`src/inc/irs_pkg.sv`:
```
// Shared constants and types of the internal reset sequencer
package irs_pkg;

   // Register offsets (byte addresses, one word each)
   localparam logic [3:0] IRS_CTRL_OFS   = 4'h0;
   localparam logic [3:0] IRS_STATUS_OFS = 4'h4;
   localparam logic [3:0] IRS_FLAGS_OFS  = 4'h8;
   localparam logic [3:0] IRS_DEBUG_OFS  = 4'hc;

   // Control register fields
   localparam int IRS_CTRL_WDT_MODE_BIT = 0;
   localparam int IRS_CTRL_LVI_EN_BIT   = 1;
   localparam int IRS_CTRL_LVI_SEL_BIT  = 2;
   localparam int IRS_CTRL_DIV_LSB      = 4;
   localparam int IRS_DIV_W             = 3;

   // Status register fields
   localparam int IRS_STAT_CLK_BIT   = 0;
   localparam int IRS_STAT_STATE_LSB = 4;

   // Reset-source flag positions
   localparam int IRS_FLAG_LVI_BIT = 0;
   localparam int IRS_FLAG_WDT_BIT = 4;

   // Reset values
   localparam logic [IRS_DIV_W-1:0] IRS_DIV_INIT   = 3'h3;
   localparam logic [7:0]           IRS_DEBUG_INIT = 8'h01;
   localparam logic [2:0]           IRS_CTRL_INIT  = 3'h0;

   // Cycle counts (stabilization in main-clock periods)
   localparam int IRS_STAB_EXP        = 16;
   localparam int IRS_STAB_CYCLES     = 2 ** IRS_STAB_EXP;
   localparam int IRS_WDT_RST_CYCLES  = 64;
   localparam int IRS_CNT_W           = 17;
   localparam int IRS_PRESC_W         = 10;

   typedef enum logic [2:0] {
      IRS_ST_WRST = 3'b000,
      IRS_ST_LRST = 3'b001,
      IRS_ST_STAB = 3'b010,
      IRS_ST_RUN  = 3'b011
   } irs_state_t;

   typedef struct packed {
      logic main_osc;
      logic int_osc;
      logic periph;
      logic sys;
   } irs_clk_ctl_t;

endpackage

```
`src/design/irs_sequencer.sv`:
```
// Internal reset sequencer: watchdog and low-voltage resets with recovery
`timescale 1ns/100ps
`default_nettype none

module irs_sequencer
   import irs_pkg::*;
#(
   parameter int STAB_CYCLES    = IRS_STAB_CYCLES,
   parameter int WDT_RST_CYCLES = IRS_WDT_RST_CYCLES
) (
   // Clock and reset
   input  wire logic                 clk_in,
   input  wire logic                 rst_n_in,
   // Register port
   input  wire logic [3:0]           addr_in,
   input  wire logic [31:0]          wdata_in,
   input  wire logic                 wr_in,
   input  wire logic                 rd_in,
   output logic      [31:0]          rdata_out,
   // Event sources
   input  wire logic                 watchdog_overflow_reset_in,
   input  wire logic                 lowvolt_detect_in,
   // Clock control
   output irs_clk_ctl_t              clk_ctl_out,
   output logic [IRS_DIV_W-1:0]      cpu_div_out,
   output logic [IRS_PRESC_W:0]      periph_tick_out,
   output logic                      cpu_clock_status_out,
   // Resets and run controls
   output logic                      cpu_rst_n_out,
   output logic                      periph_rst_n_out,
   output logic                      wdt_clear_out,
   output logic                      wdt_run_out,
   output logic                      ram_wr_block_out,
   output logic                      lowvolt_irq_out,
   output logic [7:0]                debug_mode_reg_out
);

   localparam logic [IRS_CNT_W-1:0] STAB_LAST = IRS_CNT_W'(STAB_CYCLES - 1);
   localparam logic [IRS_CNT_W-1:0] WRST_LAST = IRS_CNT_W'(WDT_RST_CYCLES - 1);

   irs_state_t                 state_r;
   irs_state_t                 state_nxt;
   logic [IRS_CNT_W-1:0]       cnt_r;
   logic [IRS_PRESC_W-1:0]     presc_r;
   logic                       lvd_meta_r;
   logic                       lvd_sync_r;
   logic                       lvd_prev_r;
   logic                       wdt_mode_r;
   logic                       lvi_en_r;
   logic                       lowvolt_reset_select_r;
   logic [IRS_DIV_W-1:0]       div_r;
   logic                       int_clk_r;
   logic                       wdog_reset_flag_r;
   logic                       lowvolt_reset_flag_r;
   logic [7:0]                 debug_mode_reg_r;
   logic                       in_reset;
   logic                       wdt_req;
   logic                       lvi_req;
   logic                       emergency;
   logic                       wr_ctrl;
   logic                       wr_flags;
   logic                       wr_debug;

   function automatic logic hit(input logic wr, input logic [3:0] a, input logic [3:0] ofs);
      hit = wr && (a == ofs);
   endfunction

   // Detector output is asynchronous to this clock
   always_ff @(posedge clk_in) begin
      if (!rst_n_in) begin
         lvd_meta_r <= 1'b0;
         lvd_sync_r <= 1'b0;
         lvd_prev_r <= 1'b0;
      end else begin
         lvd_meta_r <= lowvolt_detect_in;
         lvd_sync_r <= lvd_meta_r;
         lvd_prev_r <= lvd_sync_r;
      end
   end

   assign in_reset  = (state_r == IRS_ST_WRST) || (state_r == IRS_ST_LRST);
   assign wdt_req   = watchdog_overflow_reset_in && wdt_mode_r && !in_reset;
   assign lvi_req   = lvd_sync_r && lvi_en_r && lowvolt_reset_select_r;
   assign emergency = (state_r == IRS_ST_STAB) && watchdog_overflow_reset_in;
   assign wr_ctrl   = hit(wr_in, addr_in, IRS_CTRL_OFS);
   assign wr_flags  = hit(wr_in, addr_in, IRS_FLAGS_OFS);
   assign wr_debug  = hit(wr_in, addr_in, IRS_DEBUG_OFS);

   // Sequencer next state; low voltage outranks the watchdog
   always_comb begin
      state_nxt = state_r;
      case (state_r)
         IRS_ST_WRST: begin
            if (lvi_req) begin
               state_nxt = IRS_ST_LRST;
            end else if (cnt_r == WRST_LAST) begin
               state_nxt = IRS_ST_STAB;
            end
         end
         IRS_ST_LRST: begin
            if (!lvi_req) begin
               state_nxt = IRS_ST_STAB;
            end
         end
         IRS_ST_STAB: begin
            if (lvi_req) begin
               state_nxt = IRS_ST_LRST;
            end else if (emergency) begin
               state_nxt = IRS_ST_RUN;
            end else if (cnt_r == STAB_LAST) begin
               state_nxt = IRS_ST_RUN;
            end
         end
         IRS_ST_RUN: begin
            if (lvi_req) begin
               state_nxt = IRS_ST_LRST;
            end else if (wdt_req) begin
               state_nxt = IRS_ST_WRST;
            end
         end
         default: begin
            state_nxt = IRS_ST_STAB;
         end
      endcase
   end

   always_ff @(posedge clk_in) begin
      if (!rst_n_in) begin
         state_r <= IRS_ST_STAB;
      end else begin
         state_r <= state_nxt;
      end
   end

   // One counter serves reset length and stabilization; restarts on every state change
   always_ff @(posedge clk_in) begin
      if (!rst_n_in) begin
         cnt_r <= '0;
      end else if (state_nxt != state_r) begin
         cnt_r <= '0;
      end else if (state_r == IRS_ST_WRST || state_r == IRS_ST_STAB) begin
         cnt_r <= cnt_r + 1'b1;
      end
   end

   // Clock source: internal oscillator only after an emergency start
   always_ff @(posedge clk_in) begin
      if (!rst_n_in) begin
         int_clk_r <= 1'b0;
      end else if (in_reset) begin
         int_clk_r <= 1'b0;
      end else if (emergency && !lvi_req) begin
         int_clk_r <= 1'b1;
      end
   end

   // Peripheral prescaler frozen and cleared until the clocks are released
   always_ff @(posedge clk_in) begin
      if (!rst_n_in) begin
         presc_r <= '0;
      end else if (state_r != IRS_ST_RUN) begin
         presc_r <= '0;
      end else begin
         presc_r <= presc_r + 1'b1;
      end
   end

   // Running AND of the low bits; a loop-indexed slice would not elaborate
   always_comb begin
      logic ones;
      ones = 1'b1;
      periph_tick_out[0] = (state_r == IRS_ST_RUN);
      for (int i = 1; i <= IRS_PRESC_W; i++) begin
         ones               = ones && presc_r[i-1];
         periph_tick_out[i] = (state_r == IRS_ST_RUN) && ones;
      end
   end

   // Control register mode bits; only an external reset restores them, so the low-voltage
   // settings survive the reset they themselves cause
   always_ff @(posedge clk_in) begin
      if (!rst_n_in) begin
         {lowvolt_reset_select_r, lvi_en_r, wdt_mode_r} <= IRS_CTRL_INIT;
      end else if (wr_ctrl) begin
         wdt_mode_r             <= wdata_in[IRS_CTRL_WDT_MODE_BIT];
         lvi_en_r               <= wdata_in[IRS_CTRL_LVI_EN_BIT];
         lowvolt_reset_select_r <= wdata_in[IRS_CTRL_LVI_SEL_BIT];
      end
   end

   // CPU divider returns to one-eighth on any reset
   always_ff @(posedge clk_in) begin
      if (!rst_n_in || in_reset) begin
         div_r <= IRS_DIV_INIT;
      end else if (wr_ctrl) begin
         div_r <= wdata_in[IRS_CTRL_DIV_LSB +: IRS_DIV_W];
      end
   end

   // Reset-source flags: zero writes clear, a new reset wins
   always_ff @(posedge clk_in) begin
      if (!rst_n_in) begin
         wdog_reset_flag_r    <= 1'b0;
         lowvolt_reset_flag_r <= 1'b0;
      end else begin
         if (state_nxt == IRS_ST_WRST && state_r != IRS_ST_WRST) begin
            wdog_reset_flag_r <= 1'b1;
         end else if (wr_flags && !wdata_in[IRS_FLAG_WDT_BIT]) begin
            wdog_reset_flag_r <= 1'b0;
         end
         if (state_nxt == IRS_ST_LRST && state_r != IRS_ST_LRST) begin
            lowvolt_reset_flag_r <= 1'b1;
         end else if (wr_flags && !wdata_in[IRS_FLAG_LVI_BIT]) begin
            lowvolt_reset_flag_r <= 1'b0;
         end
      end
   end

   // Debug mode register ignores internal resets
   always_ff @(posedge clk_in) begin
      if (!rst_n_in) begin
         debug_mode_reg_r <= IRS_DEBUG_INIT;
      end else if (wr_debug && !in_reset) begin
         debug_mode_reg_r <= wdata_in[7:0];
      end
   end

   // Interrupt on detect edge when reset is not selected
   always_ff @(posedge clk_in) begin
      if (!rst_n_in) begin
         lowvolt_irq_out <= 1'b0;
      end else begin
         lowvolt_irq_out <= lvd_sync_r && !lvd_prev_r && lvi_en_r
                            && !lowvolt_reset_select_r && !in_reset;
      end
   end

   // Registered outputs; release edges come from flip-flops only
   always_ff @(posedge clk_in) begin
      if (!rst_n_in) begin
         clk_ctl_out          <= '0;
         cpu_rst_n_out        <= 1'b0;
         periph_rst_n_out     <= 1'b0;
         wdt_clear_out        <= 1'b1;
         wdt_run_out          <= 1'b0;
         ram_wr_block_out     <= 1'b1;
         cpu_clock_status_out <= 1'b0;
      end else begin
         clk_ctl_out.main_osc <= !in_reset;
         clk_ctl_out.int_osc  <= !in_reset;
         clk_ctl_out.periph   <= (state_r == IRS_ST_RUN);
         clk_ctl_out.sys      <= (state_r == IRS_ST_RUN);
         cpu_rst_n_out        <= (state_r == IRS_ST_RUN);
         periph_rst_n_out     <= !in_reset;
         wdt_clear_out        <= in_reset;
         wdt_run_out          <= !in_reset;
         ram_wr_block_out     <= in_reset;
         cpu_clock_status_out <= int_clk_r;
      end
   end

   assign cpu_div_out        = div_r;
   assign debug_mode_reg_out = debug_mode_reg_r;

   // Read data present only in the cycle after the strobe
   always_ff @(posedge clk_in) begin
      if (!rst_n_in || !rd_in) begin
         rdata_out <= '0;
      end else begin
         rdata_out <= '0;
         case (addr_in)
            IRS_CTRL_OFS: begin
               rdata_out[IRS_CTRL_WDT_MODE_BIT]            <= wdt_mode_r;
               rdata_out[IRS_CTRL_LVI_EN_BIT]              <= lvi_en_r;
               rdata_out[IRS_CTRL_LVI_SEL_BIT]             <= lowvolt_reset_select_r;
               rdata_out[IRS_CTRL_DIV_LSB +: IRS_DIV_W]    <= div_r;
            end
            IRS_STATUS_OFS: begin
               rdata_out[IRS_STAT_CLK_BIT]                 <= int_clk_r;
               rdata_out[IRS_STAT_STATE_LSB +: 3]          <= state_r;
            end
            IRS_FLAGS_OFS: begin
               rdata_out[IRS_FLAG_WDT_BIT]                 <= wdog_reset_flag_r;
               rdata_out[IRS_FLAG_LVI_BIT]                 <= lowvolt_reset_flag_r;
            end
            IRS_DEBUG_OFS: begin
               rdata_out[7:0]                              <= debug_mode_reg_r;
            end
            default: begin
               rdata_out <= '0;
            end
         endcase
      end
   end
endmodule

`default_nettype wire

```
`config.mk`:
```
export PLATFORM = sky130hd
export DESIGN_NAME = irs_sequencer
export DESIGN_NICKNAME = d
export VERILOG_FILES = /design/src/inc/irs_pkg.sv /design/src/design/irs_sequencer.sv
export SDC_FILE = /design/constraint.sdc
export NUM_CORES = 1
export LEC_CHECK = 0
export BUFFER_PORTS_ARGS = -buffer_cell sky130_fd_sc_hd__buf_4
export CAP_MARGIN = 10
export CORE_ASPECT_RATIO = 1.25
export CORE_MARGIN = 2
export CORE_UTILIZATION = 45
export DETAILED_ROUTE_END_ITERATION = 10
export PLACE_DENSITY = 0.8
export RECOVER_POWER = 25
export SLEW_MARGIN = 20
export SYNTH_ARGS = -nofsm -noshare
export SYNTH_HDL_FRONTEND = slang
export SYNTH_SLANG_ARGS = --single-unit
```
`constraint.sdc`:
```
create_clock -name clk_in -period 6.55 [get_ports clk_in]
set_input_delay 0.9825 -clock clk_in [delete_from_list [all_inputs] [get_ports clk_in]]
set_output_delay 0.9825 -clock clk_in [all_outputs]
set_load 0.05 [all_outputs]
```
==> out/metrics.cfg <==
[sta]
grt_setup_unrepaired=false
slew_viol_final=0
fin_ws_ns=3.51
finalSetupViolCount=0
tns_ns=0
worstMarginPinSlew_ns=0.765
hold_slack_ns=0.401
max_freq_mhz=329
fin_skew_ns=0.0105
hold_viol_final=0
fin_crit_sh_pct=46.4
min_period_ns=3.04
max-slew-margin-rel_pct=49.0

[global_routing]
track_usage_pct=17.4
antenna_found_initial=0
grt_pass1_vias=2221
grt_max_degree=23
grt_pass1_wl_um=9850
grt_remaining_overflow=0

[final_layout]
postLayoutCellArea_um2=3520
seq_area_um2=1260
nFillCells=560
post-route-util_pct=56.4
syn2layout_area_growth_pct=19.9
final_cell_mix=dfxtp_1 (63), buf_4 (57), nor2_1 (47)
layout-drive-gt1-share_pct=19.8
multiInputGateArea_um2=1450
layout_commonest_cell=dfxtp_1
stdcell_count=473
num_antenna_cells=0
nets=430

[cts]
postCtsHoldBufs=0
cts_setup_buffers=0
cts_tree=done
ctsHtreeMaxLevel=3
root_buffer=clkbuf_8
clk_pin_slew_ns=0.07
cts_buffer_depth=2
numCtsBuffers=9
clock_latency_ns=0.34
cts_resized=0
clock_sinks=63

[critical_path]
worstSetupEndpointType=primary output
crit_top_cell=and3_1
slowest_stage=dfxtp_1
critPathLaunch=state_r[1]
r2r_cells=10
critPathArrivalTime_ns=2.05
path_buf_inv=1
r2r_end=cnt_r[0]
slowest_delay_ns=0.56
critPathLaunchType=flip-flop
reg2reg_from=cnt_r[8]
crit_required_ns=5.57
r2r_slack_ns=3.96
path_max_fanout=12
path_cells=and2b_1, and3_1, nand2_1, nor2_1, and3_1, buf_4
path_class=reg -> out
crit_family=simple AND/OR/NAND/NOR gates

[floorplanning]
ios=107
dieWidth_um=76.2
num_rows=32
core-area_um2=6250
initial_core_util_pct=47.0
fp.dieH_um=94.3
dieArea_um2=7190

[power_and_ir_drop]
combPwrFrac_pct=9.4
p_sw_share_pct=23.5
clock_power_share_pct=46.4
power_switching_uw=209
p_per_area_nw_per_um2=253
leakagePower_nw=1.48
p_int_uw=680
p_seq_share_pct=44.2
total_power_uw=890
ir_worst_vdd_mv=0.108

[detailed_routing]
wl_per_cell_um=12.5
ant_nets=0
dr.pass1.iters=4
drc=0
drtIter0Drc=118
via_per_inst=5.00
vias=2367
wl_um=5920

[synth]
yosysWarnings=0
avgSynthCellArea_um2=8.87
ys_types=47
ys_ff_latch=63
postSynthCellCount=331
syn_area_um2=2940
ys_seq_area_share_pct=43.0

[min_path]
whs_endpoint=lowvolt_irq_out
hold_depth=1
hold_class=reg -> reg
hold_start=lvd_prev_r

[placed_design]
preCtsSetupSlack_ns=3.86
hpwl_um=4320
place_congestion=0.858
dp.cells=458
port_buffers=58
postPlaceCellArea_um2=3280

[run_status]
status=finished clean

[job]
max-cap-violations=0

[worst register-to-register path: stages (launching register included)]
cell,delay [ns]
dfxtp_1,0.44
and4_2,0.26
and2_1,0.16
nand3_1,0.09
nor4_1,0.29
ha_1,0.22
nor2_1,0.06
nor3_1,0.14
nor3_1,0.10
o211ai_2,0.57
nor2_1,0.13
[cell families after synthesis]
logic type	synth area share, %
AND/OR/NAND/NOR	25.1
XOR/XNOR	5.97
flip-flops	43.0
adder cells (fa/ha/maj)	1.71
multiplexers	6.14
AO/OA/AOI/OAI	7.59
buffers and inverters	10.4
other	0.128
[registers in the layout (all words and copies together), names as in the netlist, 3 cells and up]
signal	count
cnt_r	17
presc_r	10
debug_mode_reg_out	8
rdata_out	8
cpu_div_out	3
state_r	3
[how the worst max path moves through the flow]
stage / end / slack (ns) / cells after the start
floorplan: periph_tick_out[10] / 2.90 / 6
global placement: periph_tick_out[10] / 3.87 / 6
detailed placement: periph_tick_out[10] / 3.86 / 6
CTS: periph_tick_out[10] / 3.48 / 6
global route: periph_tick_out[10] / 3.29 / 6
finish: periph_tick_out[10] / 3.51 / 6
[metal layers]
layer  up-vias  GRT usage, %  part of all wire, %
li1       1185             -                    -
met1      1094          18.6                   41
met2        73          30.3                   51
met3        15          5.67                  5.1
met4         0          9.85                  2.8
met5         -             0                    0
[cells in the mapped netlist (all sizes together)]
master   count  area share (%)
o311ai       1            0.30
mux2i       18             6.1
a21boi       1            0.26
xnor2        7             2.1
or3          4            0.85
inv          6            0.77
conb         1            0.13
and4b        1            0.34
or4          2            0.64
and3        11             2.3
o211ai       2            0.68
dfxtp       63              43
a21oi       13             2.2
nand4        5             1.1
nand2       23             2.9
o32a         1            0.34
o21ai        8             1.4
clkbuf       3            0.38
nor4b        1            0.30
and4         2            0.64
nand3       16             2.9
o2111ai      1            0.30
o2bb2ai      1            0.30
xor2        13             3.9
nor2        48             6.2
nor2b       10             2.1
buf         37             9.3
and2        10             2.1
or2          1            0.30
and2b        1            0.26
nor4         4             1.1
a22oi        4             1.0
a41oi        1            0.30
a211oi       1            0.26
nor3         3            0.51
ha           4             1.7
o31ai        1            0.26
nand2b       2            0.43
[layout make-up]
type	count	share of cell area (%)
clock buffers	12	4.41
repair buffers	58	12.3
flip-flops and latches	63	35.8
inverters	6	0.640
multi-input cells	246	41.3
clock inverters	3	2.56
well taps	85	3.02
[power by group through the flow]
stage / Sequential, mW / Clock, mW / Combinational, mW
floorplan: 0.406 / 0 / 0.0732
global placement: 0.401 / 0 / 0.0836
detailed placement: 0.402 / 0 / 0.0840
CTS: 0.393 / 0.420 / 0.0843
global route: 0.394 / 0.437 / 0.0891
finish: 0.393 / 0.412 / 0.0840
No activity file was read; power rests on OpenSTA's default activity.
